**config.mk**
```make
export PLATFORM = sky130hd
export DESIGN_NAME = bf_scheme
export DESIGN_NICKNAME = d
export VERILOG_FILES = /design/src/inc/bf_pkg.sv /design/src/bf_delay_timer.sv /design/src/bf_scheme.sv
export SDC_FILE = /design/constraint.sdc
export NUM_CORES = 1
export LEC_CHECK = 0
export BUFFER_PORTS_ARGS = -buffer_cell sky130_fd_sc_hd__buf_2
export CORE_MARGIN = 4
export CORE_UTILIZATION = 65
export DETAILED_ROUTE_END_ITERATION = 6
export PLACE_DENSITY = 0.84
export SLEW_MARGIN = 5
export SYNTH_ARGS = -nofsm -noshare
export SYNTH_HDL_FRONTEND = slang
export SYNTH_SLANG_ARGS = --single-unit
```
**constraint.sdc**
```tcl
create_clock -name clk_sys -period 8 [get_ports clk_sys]
set_input_delay 1.6 -clock clk_sys [delete_from_list [all_inputs] [get_ports clk_sys]]
set_output_delay 1.6 -clock clk_sys [all_outputs]
set_load 0.05 [all_outputs]
```
**src/inc/bf_pkg.sv**
```systemverilog
// Constants shared by the breaker failure scheme
package bf_pkg;
    // Data widths and counts
    localparam int ADDR_W  = 8;
    localparam int DATA_W  = 32;
    localparam int CUR_W   = 16;
    localparam int DELAY_W = 16;
    localparam int NUM_CFG = 12;
    localparam int SYNC_N  = 11;

    // Register byte offsets
    localparam logic [7:0] OFF_CTRL      = 8'h00;
    localparam logic [7:0] OFF_PH_SUPV   = 8'h04;
    localparam logic [7:0] OFF_N_SUPV    = 8'h08;
    localparam logic [7:0] OFF_PH_HI     = 8'h0c;
    localparam logic [7:0] OFF_N_HI      = 8'h10;
    localparam logic [7:0] OFF_PH_LO     = 8'h14;
    localparam logic [7:0] OFF_N_LO      = 8'h18;
    localparam logic [7:0] OFF_EARLY_DLY = 8'h1c;
    localparam logic [7:0] OFF_MAIN_DLY  = 8'h20;
    localparam logic [7:0] OFF_SLOW_DLY  = 8'h24;
    localparam logic [7:0] OFF_LO_DLY    = 8'h28;
    localparam logic [7:0] OFF_HOLD      = 8'h2c;
    localparam logic [7:0] OFF_STATUS    = 8'h30;

    // Control register fields
    localparam int CTRL_MODE_BIT  = 0;
    localparam int CTRL_GI_BIT    = 1;
    localparam int CTRL_LATCH_BIT = 2;
    localparam int CTRL_EARLY_BIT = 3;
    localparam int CTRL_MAIN_BIT  = 4;
    localparam int CTRL_SLOW_BIT  = 5;
    localparam logic [15:0] CTRL_MASK = 16'h003f;

    // Status register fields
    localparam int ST_DECL_BIT   = 0;
    localparam int ST_TRIP_BIT   = 1;
    localparam int ST_RETRIP_LSB = 2;
    localparam int ST_FAIL_LSB   = 5;

    // Reset values
    localparam logic [15:0] RST_CTRL   = 16'h0000;
    localparam logic [15:0] RST_THRESH = 16'h041a;
    localparam logic [15:0] RST_DELAY  = 16'h0000;
    localparam logic [15:0] CFG_RST [NUM_CFG] = '{
        RST_CTRL, RST_THRESH, RST_THRESH, RST_THRESH, RST_THRESH,
        RST_THRESH, RST_THRESH, RST_DELAY, RST_DELAY, RST_DELAY,
        RST_DELAY, RST_DELAY};

    // Timing: delays count in 1 ms steps of the system clock
    localparam int CLK_MHZ     = 100;
    localparam int TICK_US     = 1000;
    localparam int TICK_CYCLES = TICK_US * CLK_MHZ;
endpackage

```
**src/bf_delay_timer.sv**
```systemverilog
// Millisecond pickup delay timer that restarts when its run condition drops
`timescale 1ns/1ps
`default_nettype none
module bf_delay_timer #(
    parameter int W = 16
) (
    // Clock and reset
    input  wire logic         clk_sys,
    input  wire logic         arst_n,
    // Timing control
    input  wire logic         tick,
    input  wire logic         run,
    input  wire logic [W-1:0] delay,
    // Expiry level
    output var  logic         done
);
    logic [W-1:0] count;
    logic [W-1:0] next_count;
    logic         next_done;

    if (W < 1 || W > 31)
    begin : g_chk
        $error("bf_delay_timer: width out of range");
    end

    always_comb
    begin
        next_count = count;
        if (!run)
        begin
            next_count = '0;
        end
        else if (tick && (count < delay))
        begin
            next_count = count + 1'b1;
        end
        next_done = run && (count >= delay);
    end

    always_ff @(posedge clk_sys or negedge arst_n)
    begin
        if (!arst_n)
        begin
            count <= '0;
            done  <= 1'b0;
        end
        else
        begin
            count <= next_count;
            done  <= next_done;
        end
    end
endmodule
`default_nettype wire

```
**src/bf_scheme.sv**
```systemverilog
// Breaker failure scheme with APB settings and status registers
// Summary of operation
// - Pole mode selects single-pole or three-pole inputs.
// - Gated initiate accepts initiate only above supervision current.
// - Gated latch holds seal-in only while current exceeds supervision.
// - In three-pole mode, three-pole initiate re-trips and starts three-pole failure logic.
// - Phase supervision threshold gates both initiate and seal-in.
// - Neutral thresholds act only in three-pole mode.
// - Early path declares failure only when enabled.
// - Main path declares failure only when enabled.
// - Slow path declares failure only when enabled.
// - Magnitudes lag interruption by one power cycle.
// - An input flags the breaker out of service.
// - High thresholds supervise output before resistor insertion.
// - Low thresholds supervise output after resistor insertion.
// - A programmable delay activates low-threshold detection.
// - Failure trip seals in for hold time and drives cancel-reclose.
// - Single-pole: each pole initiate re-trips and starts its own pole.
// - Single-pole mode uses per-pole early and normal auxiliary contacts.
// - Per-pole logic shares one set of thresholds.
// - Single-pole failure gives a three-pole failure trip.
// - Accepted initiate immediately re-trips the signalled breaker.
// - Early or main expiry enables high detector and low timer.
// - Delays span 0 to 65.535 s in 1 ms steps.
// - Slow path needs closed contact and in-service breaker.
`timescale 1ns/1ps
`default_nettype none
module bf_scheme #(
    parameter int TICK_CYCLES = bf_pkg::TICK_CYCLES
) (
    // Clock and reset
    input  wire logic                      clk_sys,
    input  wire logic                      arst_n,
    // APB slave
    input  wire logic                      psel,
    input  wire logic                      penable,
    input  wire logic                      pwrite,
    input  wire logic [bf_pkg::ADDR_W-1:0] paddr,
    input  wire logic [bf_pkg::DATA_W-1:0] pwdata,
    output var  logic [bf_pkg::DATA_W-1:0] prdata,
    output var  logic                      pready,
    output var  logic                      pslverr,
    // Filtered current magnitudes, 0.001 pu units
    input  wire logic [bf_pkg::CUR_W-1:0]  phase_current_a,
    input  wire logic [bf_pkg::CUR_W-1:0]  phase_current_b,
    input  wire logic [bf_pkg::CUR_W-1:0]  phase_current_c,
    input  wire logic [bf_pkg::CUR_W-1:0]  neutral_current,
    // Initiate inputs
    input  wire logic                      three_pole_initiate_in,
    input  wire logic                      pole_a_initiate_in,
    input  wire logic                      pole_b_initiate_in,
    input  wire logic                      pole_c_initiate_in,
    // Breaker auxiliary contacts, high while breaker closed, and out-of-service flag
    input  wire logic                      pole_a_early_contact_in,
    input  wire logic                      pole_b_early_contact_in,
    input  wire logic                      pole_c_early_contact_in,
    input  wire logic                      pole_a_normal_contact_in,
    input  wire logic                      pole_b_normal_contact_in,
    input  wire logic                      pole_c_normal_contact_in,
    input  wire logic                      out_of_service_in,
    // Trip outputs
    output var  logic [2:0]                retrip_out,
    output var  logic                      failure_trip_out,
    output var  logic                      cancel_reclose_out,
    output var  logic                      failure_declared_out
);
    localparam int DW = bf_pkg::DELAY_W;
    localparam int CW = bf_pkg::CUR_W;
    localparam int TW = $clog2(TICK_CYCLES + 1);
    localparam logic [TW-1:0] TICK_LAST = TW'(TICK_CYCLES - 1);
    localparam logic [3:0] IDX_STATUS = bf_pkg::OFF_STATUS[5:2];

    if (TICK_CYCLES < 1)
    begin : g_chk
        $error("bf_scheme: TICK_CYCLES must be at least 1");
    end

    // Pin synchroniser, three stages with agreement filter
    logic [bf_pkg::SYNC_N-1:0] pin_raw;
    logic [bf_pkg::SYNC_N-1:0] sync1;
    logic [bf_pkg::SYNC_N-1:0] sync2;
    logic [bf_pkg::SYNC_N-1:0] sync3;
    logic [bf_pkg::SYNC_N-1:0] pin_flt;
    logic [bf_pkg::SYNC_N-1:0] next_pin_flt;

    assign pin_raw = {out_of_service_in,
                      pole_c_normal_contact_in, pole_b_normal_contact_in,
                      pole_a_normal_contact_in,
                      pole_c_early_contact_in, pole_b_early_contact_in,
                      pole_a_early_contact_in,
                      pole_c_initiate_in, pole_b_initiate_in,
                      pole_a_initiate_in, three_pole_initiate_in};

    always_comb
    begin
        next_pin_flt = (sync2 & sync3) | (pin_flt & (sync2 | sync3));
    end

    always_ff @(posedge clk_sys or negedge arst_n)
    begin
        if (!arst_n)
        begin
            sync1   <= '0;
            sync2   <= '0;
            sync3   <= '0;
            pin_flt <= '0;
        end
        else
        begin
            sync1   <= pin_raw;
            sync2   <= sync1;
            sync3   <= sync2;
            pin_flt <= next_pin_flt;
        end
    end

    logic       tp_init;
    logic [2:0] pole_init_pin;
    logic [2:0] early_pin;
    logic [2:0] normal_pin;
    logic       oos;

    assign tp_init       = pin_flt[0];
    assign pole_init_pin = pin_flt[3:1];
    assign early_pin     = pin_flt[6:4];
    assign normal_pin    = pin_flt[9:7];
    assign oos           = pin_flt[10];

    // Millisecond tick
    logic [TW-1:0] tick_cnt;
    logic [TW-1:0] next_tick_cnt;
    logic          tick;
    logic          next_tick;

    always_comb
    begin
        next_tick     = (tick_cnt == TICK_LAST);
        next_tick_cnt = next_tick ? '0 : tick_cnt + 1'b1;
    end

    always_ff @(posedge clk_sys or negedge arst_n)
    begin
        if (!arst_n)
        begin
            tick_cnt <= '0;
            tick     <= 1'b0;
        end
        else
        begin
            tick_cnt <= next_tick_cnt;
            tick     <= next_tick;
        end
    end

    // Settings registers
    logic [15:0] cfg [bf_pkg::NUM_CFG];
    logic [15:0] next_cfg [bf_pkg::NUM_CFG];

    logic          single;
    logic          three;
    logic          use_gi;
    logic          use_latch;
    logic          early_en;
    logic          main_en;
    logic          slow_en;
    logic [CW-1:0] ph_supv;
    logic [CW-1:0] n_supv;
    logic [CW-1:0] ph_hi;
    logic [CW-1:0] n_hi;
    logic [CW-1:0] ph_lo;
    logic [CW-1:0] n_lo;
    logic [DW-1:0] early_dly;
    logic [DW-1:0] main_dly;
    logic [DW-1:0] slow_dly;
    logic [DW-1:0] lo_dly;
    logic [DW-1:0] hold_dly;

    assign single    = cfg[bf_pkg::OFF_CTRL[5:2]][bf_pkg::CTRL_MODE_BIT];
    assign three     = !single;
    assign use_gi    = cfg[bf_pkg::OFF_CTRL[5:2]][bf_pkg::CTRL_GI_BIT];
    assign use_latch = cfg[bf_pkg::OFF_CTRL[5:2]][bf_pkg::CTRL_LATCH_BIT];
    assign early_en  = cfg[bf_pkg::OFF_CTRL[5:2]][bf_pkg::CTRL_EARLY_BIT];
    assign main_en   = cfg[bf_pkg::OFF_CTRL[5:2]][bf_pkg::CTRL_MAIN_BIT];
    assign slow_en   = cfg[bf_pkg::OFF_CTRL[5:2]][bf_pkg::CTRL_SLOW_BIT];
    assign ph_supv   = cfg[bf_pkg::OFF_PH_SUPV[5:2]];
    assign n_supv    = cfg[bf_pkg::OFF_N_SUPV[5:2]];
    assign ph_hi     = cfg[bf_pkg::OFF_PH_HI[5:2]];
    assign n_hi      = cfg[bf_pkg::OFF_N_HI[5:2]];
    assign ph_lo     = cfg[bf_pkg::OFF_PH_LO[5:2]];
    assign n_lo      = cfg[bf_pkg::OFF_N_LO[5:2]];
    assign early_dly = cfg[bf_pkg::OFF_EARLY_DLY[5:2]];
    assign main_dly  = cfg[bf_pkg::OFF_MAIN_DLY[5:2]];
    assign slow_dly  = cfg[bf_pkg::OFF_SLOW_DLY[5:2]];
    assign lo_dly    = cfg[bf_pkg::OFF_LO_DLY[5:2]];
    assign hold_dly  = cfg[bf_pkg::OFF_HOLD[5:2]];

    // Per-pole scheme
    logic [CW-1:0] ph_cur [3];
    logic [2:0]    init;
    logic [2:0]    sup;
    logic [2:0]    acc;
    logic [2:0]    seal;
    logic [2:0]    next_seal;
    logic [2:0]    active;
    logic [2:0]    t1_run;
    logic [2:0]    t2_run;
    logic [2:0]    t3_run;
    logic [2:0]    lo_run;
    logic [2:0]    t1_done;
    logic [2:0]    t2_done;
    logic [2:0]    t3_done;
    logic [2:0]    lo_done;
    logic [2:0]    hi_det;
    logic [2:0]    lo_det;
    logic [2:0]    cur_ok;
    logic [2:0]    fail;
    logic          n_supv_det;
    logic          n_hi_det;
    logic          n_lo_det;

    assign ph_cur[0] = phase_current_a;
    assign ph_cur[1] = phase_current_b;
    assign ph_cur[2] = phase_current_c;

    // Magnitudes are post-filter and lag interruption by a cycle
    assign n_supv_det = three && (neutral_current > n_supv);
    assign n_hi_det   = three && (neutral_current > n_hi);
    assign n_lo_det   = three && (neutral_current > n_lo);

    for (genvar p = 0; p < 3; p++)
    begin : g_pole
        logic early_c;
        logic normal_c;

        assign init[p]   = single ? pole_init_pin[p] : tp_init;
        assign early_c   = single ? early_pin[p] : early_pin[0];
        assign normal_c  = single ? normal_pin[p] : normal_pin[0];
        assign sup[p]    = (ph_cur[p] > ph_supv) || n_supv_det;
        assign acc[p]    = init[p] && (!use_gi || sup[p]);
        assign active[p] = acc[p] || seal[p];
        assign t1_run[p] = active[p] && early_en && early_c;
        assign t2_run[p] = active[p] && main_en;
        assign t3_run[p] = active[p] && slow_en && normal_c && !oos;
        assign lo_run[p] = t1_done[p] || t2_done[p];
        assign hi_det[p] = (ph_cur[p] > ph_hi) || n_hi_det;
        assign lo_det[p] = (ph_cur[p] > ph_lo) || n_lo_det;
        assign cur_ok[p] = hi_det[p] || (lo_done[p] && lo_det[p]);
        assign fail[p]   = (((early_en && t1_done[p]) || (main_en && t2_done[p]))
                            && cur_ok[p]) || (slow_en && t3_done[p]);

        bf_delay_timer #(.W(DW)) u_early (
            .clk_sys (clk_sys),
            .arst_n  (arst_n),
            .tick    (tick),
            .run     (t1_run[p]),
            .delay   (early_dly),
            .done    (t1_done[p])
        );

        bf_delay_timer #(.W(DW)) u_main (
            .clk_sys (clk_sys),
            .arst_n  (arst_n),
            .tick    (tick),
            .run     (t2_run[p]),
            .delay   (main_dly),
            .done    (t2_done[p])
        );

        bf_delay_timer #(.W(DW)) u_slow (
            .clk_sys (clk_sys),
            .arst_n  (arst_n),
            .tick    (tick),
            .run     (t3_run[p]),
            .delay   (slow_dly),
            .done    (t3_done[p])
        );

        bf_delay_timer #(.W(DW)) u_low (
            .clk_sys (clk_sys),
            .arst_n  (arst_n),
            .tick    (tick),
            .run     (lo_run[p]),
            .delay   (lo_dly),
            .done    (lo_done[p])
        );
    end

    // Seal-in and trip output
    logic fail_any;
    logic hold_run;
    logic hold_done;
    logic next_trip;
    logic decl_sticky;
    logic next_decl_sticky;

    assign fail_any = |fail;
    assign hold_run = failure_trip_out && !fail_any;

    bf_delay_timer #(.W(DW)) u_hold (
        .clk_sys (clk_sys),
        .arst_n  (arst_n),
        .tick    (tick),
        .run     (hold_run),
        .delay   (hold_dly),
        .done    (hold_done)
    );

    // APB decode
    logic        apb_done;
    logic        addr_ok;
    logic [3:0]  idx;
    logic        wr_status;
    logic        next_pready;
    logic        next_pslverr;
    logic [31:0] next_prdata;
    logic [31:0] rd_val;
    logic [31:0] status_val;

    assign idx       = paddr[5:2];
    assign addr_ok   = (paddr[7:6] == 2'h0) && (paddr[1:0] == 2'h0) && (idx <= IDX_STATUS);
    assign apb_done  = psel && penable && pready;
    assign wr_status = apb_done && pwrite && addr_ok && (idx == IDX_STATUS);

    assign status_val = {24'h000000, fail, active, failure_trip_out, decl_sticky};

    always_comb
    begin
        next_seal = acc | (seal & active & {3{use_latch}} & sup);
        next_trip = fail_any || (failure_trip_out && !hold_done);
        next_decl_sticky = fail_any
            || (decl_sticky && !(wr_status && pwdata[bf_pkg::ST_DECL_BIT]));
        if (idx == IDX_STATUS)
        begin
            rd_val = status_val;
        end
        else if (idx < 4'(bf_pkg::NUM_CFG))
        begin
            rd_val = {16'h0000, cfg[idx]};
        end
        else
        begin
            rd_val = 32'h00000000;
        end
        next_pready  = psel && penable && !pready;
        next_pslverr = next_pready && !addr_ok;
        next_prdata  = (next_pready && !pwrite && addr_ok) ? rd_val : 32'h00000000;
        for (int i = 0; i < bf_pkg::NUM_CFG; i++)
        begin
            next_cfg[i] = cfg[i];
        end
        if (apb_done && pwrite && addr_ok && (idx < 4'(bf_pkg::NUM_CFG)))
        begin
            if (idx == bf_pkg::OFF_CTRL[5:2])
            begin
                next_cfg[idx] = pwdata[15:0] & bf_pkg::CTRL_MASK;
            end
            else
            begin
                next_cfg[idx] = pwdata[15:0];
            end
        end
    end

    always_ff @(posedge clk_sys or negedge arst_n)
    begin
        if (!arst_n)
        begin
            seal                 <= 3'h0;
            retrip_out           <= 3'h0;
            failure_trip_out     <= 1'b0;
            cancel_reclose_out   <= 1'b0;
            failure_declared_out <= 1'b0;
            decl_sticky          <= 1'b0;
            pready               <= 1'b0;
            pslverr              <= 1'b0;
            prdata               <= 32'h00000000;
            for (int i = 0; i < bf_pkg::NUM_CFG; i++)
            begin
                cfg[i] <= bf_pkg::CFG_RST[i];
            end
        end
        else
        begin
            seal                 <= next_seal;
            retrip_out           <= acc | seal;
            failure_trip_out     <= next_trip;
            cancel_reclose_out   <= next_trip;
            failure_declared_out <= fail_any;
            decl_sticky          <= next_decl_sticky;
            pready               <= next_pready;
            pslverr              <= next_pslverr;
            prdata               <= next_prdata;
            for (int i = 0; i < bf_pkg::NUM_CFG; i++)
            begin
                cfg[i] <= next_cfg[i];
            end
        end
    end
endmodule
`default_nettype wire

```
Yosys cells after proc, flatten, opt, wreduce, memory -nomap -nowiden --
Index checks and enable logic that the tools add are counted.
Word-level totals: input port bits 120, ROM bits 0, word-level logic and storage cells 302, bits in writable memories 0, bits in latches 0, memories kept 0, register bits 518, output and inout bits 40
Operators by class: reductions and logical operators 124, divide/modulo/power cells 0, equality and inequality tests 15, bitwise operators 10, $mul 0, shifts and indexed selects 0, muxes and demuxes 45, magnitude comparators 42, $add $sub $neg 14
Operator list (count):
- 16-bit 2-to-1 mux | 30
- 192-bit bitwise mux | 2
- 16-bit by 1-bit adder with 16-bit output (second input constant) | 13
- 16-bit >= comparator | 13
- 16-bit < comparator | 13
- 16-bit > comparator | 12
- 192-bit 2-to-1 mux | 1
- 1-bit logical AND | 82
- 16-bit binary-select mux with 4-bit select | 1
- 16-bit demux with 4-bit select | 1
- 32-bit 2-to-1 mux | 2
- 1-bit logical OR | 29
- 2-bit inequality test (second input constant) | 13
- 11-bit AND | 2
- 11-bit bitwise OR | 2
- 17-bit by 1-bit adder with 17-bit output (second input constant) | 1
- 17-bit equality test (second input constant) | 1
- 17-bit 2-to-1 mux | 1
- 3-bit AND | 3
- 1-bit zero test | 9
- 1-bit 2-to-1 mux | 7
- 3-bit bitwise OR | 2
- 5-bit >= comparator (second input constant) | 1
- 5-bit by 1-bit < comparator with 1-bit output (second input constant) | 1
- other kinds (7) | 8

Logic depth before layout (Yosys ltp) --
depth in word-level cells 11, mapped depth 12, mapped depth without buffers 10

Cells and area by module --
A second synthesis with hierarchy kept.
Second synthesis, totals: cells, all modules 3486, area total of the unflattened synthesis 33594.7 µm²
Modules (own cells, without submodules):
- bf_delay_timer | times used 13, sequential area each 425.4 µm², cells each 150, area each 1311.3 µm²
- bf_scheme | times used 1, sequential area each 7061.8 µm², cells each 1536, area each 16548.4 µm²

Worst setup path before layout --
No wires, ideal clock.
kind input -> register, start point in phase_current_a[5] in the netlist's numbering, end point reg g_pole[0].u_early.done, data required time 7.875 ns, path slack 4.252 ns, buffers on the path 1, setup time 0.125 ns, stages 9, arrival time 3.623 ns, cells stage by stage ha_1 -> a21o_1 -> a221o_1 -> a221oi_1 -> a31oi_1 -> o31a_1 -> o211ai_2 -> buf_4 -> nor2_1
Between the ends: longest elaborated chain between the ends 8
Ends and longest elaborated chain:
- start, declared | line bf_scheme.sv:44 | input wire logic [bf_pkg::CUR_W-1:0] phase_current_a,
- 16-bit > comparator | line bf_scheme.sv:238 | assign sup[p] = (ph_cur[p] > ph_supv) || n_supv_det;
- 1-bit logical OR | line bf_scheme.sv:238
- 1-bit logical OR | line bf_scheme.sv:239 | assign acc[p] = init[p] && (!use_gi || sup[p]);
- 1-bit logical AND | line bf_scheme.sv:239
- 1-bit logical OR | line bf_scheme.sv:240 | assign active[p] = acc[p] || seal[p];
- 1-bit logical AND (2 in a row) | line bf_scheme.sv:241 | assign t1_run[p] = active[p] && early_en && early_c;
- 1-bit logical AND | line bf_delay_timer.sv:37 | next_done = run && (count >= delay);
- net g_pole[0].u_early.next_done | line bf_delay_timer.sv:19 | logic next_done;
- end signal, assigned | line bf_delay_timer.sv:50 | done <= next_done;
- end, declared | line bf_delay_timer.sv:15 | output var logic done
The timed path passes the listed nets, and every way through them passes these cells. A chain may end at the register's enable or synchronous reset.

Worst setup path in the final report --
start point in neutral_current[15] in the netlist's numbering, end point reg prdata[7] in the netlist's numbering
Between the ends: longest elaborated chain between the ends 9, elaborated cells between the ends (all ways) 12, classes of those cells order compare (2); mux (2); reduce/logical (8)
Ends and longest elaborated chain:
- start, declared | line bf_scheme.sv:47 | input wire logic [bf_pkg::CUR_W-1:0] neutral_current,
- 16-bit > comparator | line bf_scheme.sv:228 | assign n_lo_det = three && (neutral_current > n_lo);
- 1-bit logical AND | line bf_scheme.sv:228
- 1-bit logical OR | line bf_scheme.sv:246 | assign lo_det[p] = (ph_cur[p] > ph_lo) || n_lo_det;
- 1-bit logical AND | line bf_scheme.sv:247 | assign cur_ok[p] = hi_det[p] || (lo_done[p] && lo_det[p]);
- 1-bit logical OR (*) | line bf_scheme.sv:247
- 1-bit logical AND (*) | line bf_scheme.sv:249 | && cur_ok[p]) || (slow_en && t3_done[p]);
- 1-bit logical OR (*) | line bf_scheme.sv:249
- 32-bit 2-to-1 mux (*) | line bf_scheme.sv:332 | if (idx == IDX_STATUS)
- 32-bit 2-to-1 mux (*) | line bf_scheme.sv:346 | next_prdata = (next_pready && !pwrite && addr_ok) ? rd_val : 32'h00000000;
- net next_prdata[7] | line bf_scheme.sv:315 | logic [31:0] next_prdata;
- end signal, assigned | line bf_scheme.sv:392 | prdata <= next_prdata;
- end, declared | line bf_scheme.sv:40 | output var logic [bf_pkg::DATA_W-1:0] prdata,
The timed path passes the listed nets; every way through them passes the cells marked *.

==> results.md <==
- The flow ran to the end, and the final reports show no timing, DRC or antenna violations.
- The first routing iteration left 2759 violations.
- The total detailed-routing wirelength is 91.7 mm.
- The first-pass GRT wire length is 144 mm.
- The filler cell count is 3263.
- The slew at the pin closest to its max-slew limit is 1400 ps.
- The length of the first detailed-routing pass in iterations is 6.
- The endpoint class of the critical path is a register.
- Sequential elements use 39.6% of the synthesized area.
- Dividing total power by cell area gives a power density of 163 mW/mm².
- In this run the core area contains 80 standard-cell rows.
- From bottom edge to top edge, the die measures 229 µm.
- Counting every sink on the clock net gives 502.
- The CTS tree is done.
- The proportion of layout cells with a drive suffix above 1 is 12.7%.
- The die width is 229 µm.
- The maximum net fanout on the critical path is 3.
- The I/O pin total is 160.
- The leakage power summed over all cells is 15.7 nW.
- The sequential fraction of design power is 45.5%.
- The setup TNS is 0 ps.
- Dividing the detail-routed wire length by the instance count gives 23.2 µm.
- The post-cts hold buffer count is 0.
- The number of enable flip-flop cells after synthesis is 0.
- The final count of pins violating max slew was 0.
- The tool flagged a number of max-cap violations equal to 0.
- The final-stage net count is 3827.
- STA classifies the critical path startpoint as an input pin.
- The minimum clock period is 4440 ps.
- A synthesized cell averages 9.95 µm².
- The utilization of the core after routing is 72.4%.
- Setup repair after global routing left no endpoint under its margin.
- The maximum number of pins on one net before global-route repair is 180.
- After global routing the overflow that remains totals 0.
- The worst pin sits at a relative slew slack of 6.79%.
- Buffers inserted during clock tree synthesis total 54.
- The final-report setup violation count is 0.
- At the end of routability-driven placement, the weighted congestion stood at 0.975.
- The top cell type's share of synthesized area is 37.6%.
- The setup clock skew after layout is 24.8 ps.
- The via count of the first global-routing pass is 26600.
- The starting density of the core is 66.2%.
- The area of all placed cells without fillers is 0.0348 mm².
- The data required time of the critical path is 8440 ps.
- The tree is rooted in a clkbuf_16.
- The initial antenna violation count is 13.
- The synthesized cell area is 0.0318 mm².
- After detailed placement, the total cell area comes to 0.0328 mm².
- After clock tree synthesis, the clock-pin slew on the worst setup and hold paths is 60 ps.
- Static timing analysis puts the maximum clock frequency at 0.225 GHz.
- Counting flops and latches in the post-synthesis netlist gives 502.
- The count of unresolved DRC violations after routing is 0.
- The share of total power dissipated in the clock network is 47.9%.
- The internal cell power is 4.32 mW.
- The proportion of power drawn by combinational gates is 6.6%.
- The number of warnings issued by yosys is 0.
- The critical path is of the in2reg type.
- The region available for standard cell placement spans 0.0480 mm².
- The sum of net half-perimeters after detailed placement is 66.7 mm.
- Sorting the synthesized cells by area gives the leading types as dfrtp_1 (38%), ha_1 (16%), nor2_1 (3.6%).
- The number of vias per cell is 6.62.
- For the worst-skew pair, the clock arrives at the later sink with an insertion delay of 630 ps.
- The count of antenna-violating nets left after detailed routing is 0.
- Once the clock tree was built, the setup fixing pass inserted 0 buffers.
- The total count of hold-check failures in the final report was 0.
- The most used flip-flop cell after synthesis is dfrtp_1.
- The number of levels the H-tree was split into is 2.
- The post-cts sizing count is 0.
- The tightest min-delay check is of the reg2reg type.
- The area growth from synthesis to layout is 9.41%.
- The fraction of synthesis flops using an asynchronous set or reset pin is 100%.
- Counting along the longest clock path gives a buffer depth of 3.
- Net switching is 23.9% of the power.
- The switching power is 1.35 mW.
- The vias after detailed routing is 26200.
- The count of different cell masters after synthesis is 78.
- Of all cell types, the one taking the most synthesized area is dfrtp_1.
- Across the VDD grid, the largest voltage drop is 0.187 mV.
- The post-synthesis instance total is 3195.
- The post-route worst hold slack is 351 ps.
- Buffers placed on the I/O ports in this run total 127.
- Global routing used 34.5% of the available tracks.
- After layout, the worst path uses 55.5% of the clock period.
- The endpoint arrival time on the critical path is 4880 ps.
- The floorplan step defined a die boundary enclosing 0.0525 mm².
-- critical path, cell delays in order --
cell       delay (ps)
buf_2             150
ha_1              350
nand4_1           190
nor4_1            580
a21bo_2           310
a41oi_1           540
a211oi_1          270
a2bb2oi_4         220
a311oi_1          640
-- logic make-up (layout without fill, tap and decap cells) --
group                      after synthesis  in the layout  synth area share, %
muxes                                  169            169                 7.59
xor gates and xnor gates               199            199                 5.48
buffers and inverters                  327            455                 4.18
and+or+nand+nor                       1061           1061                 16.4
DFF                                    502            502                 39.6
other                                    1             23               0.0118
adders and majority gates              425            425                 16.6
AOI/OAI and AO/OA                      511            511                 10.1
-- power groups by stage --
stage	registers [mW]	clock network, mW	logic, mW
CTS	2.58	2.72	0.370
floorplan	2.62	0	0.197
global placement	2.62	0	0.348
detailed placement	2.62	0	0.365
finish	2.58	2.71	0.376
global route	2.58	2.84	0.410
-- cells in the mapped netlist, types with 32 or more instances --
library cell / count
dfrtp_1: 478
ha_1: 414
nor2_1: 307
nand2_1: 243
inv_1: 219
a21oi_1: 148
o21ai_0: 148
xnor2_1: 125
nand4_1: 122
mux2_2: 96
nand3_1: 93
a21o_1: 78
xor2_1: 74
clkbuf_1: 67
nor3_1: 65
mux4_2: 48
and3_1: 45
nor2b_1: 40
nor4_1: 32
-- through the flow --
stage          total power [mW]  std cells  setup WS [ps]
4_1_cts                    5.67       3953           3730
2_1_floorplan              2.82       3210           4250
5_1_grt                    5.83       3955           3520
3_5_place_dp               2.99       3852           3130
6_report                   5.67       3960           3560
3_3_place_gp               2.97       3852           3230
-- layout by cell type (no fill, tap or decap), types with 96 or more instances in the layout --
cell type	count
nor2_1	307
inv_1	219
buf_2	125
xnor2_1	125
ha_1	414
dfrtp_1	478
mux2_2	96
a21oi_1	148
nand2_1	243
nand4_1	122
o21ai_0	148
-- routing by layer --
layer	vias to the layer above	GRT usage (%)	routed length, µm
met5	-	0	62
met4	12	16.9	5070
met3	375	8.75	9270
met2	1333	54.8	41800
met1	12900	44.5	35500
li1	11600	-	-
-- final cells by class --
type                       instances  area, µm²  share of cell area (%)
multi-input combinational       2381      17900                    51.5
sequential                       502      12600                    36.2
clock buffer                      78       1540                    4.43
inverter                         219        822                    2.36
tap                              615        769                    2.21
timing repair buffer             135        733                    2.11
clock inverter                    23        378                    1.09
antenna                            7       17.5                  0.0504
-- path summary, 6_finish.rpt --
kind,from,to,slack [ps],depth (start not counted)
worst max-delay path,neutral_current[15],prdata[7],3560,9
worst min-delay path,sync1[2],sync2[2],350,0
worst max register to register,n_hi[10],prdata[7],4150,9
worst min register to register,sync1[2],sync2[2],350,0
max in group asynchronous,arst_n,tick_cnt[11],5490,2
min in group asynchronous,arst_n,n_supv[9],960,1
Note: power is estimated with default switching activity, not from simulation.
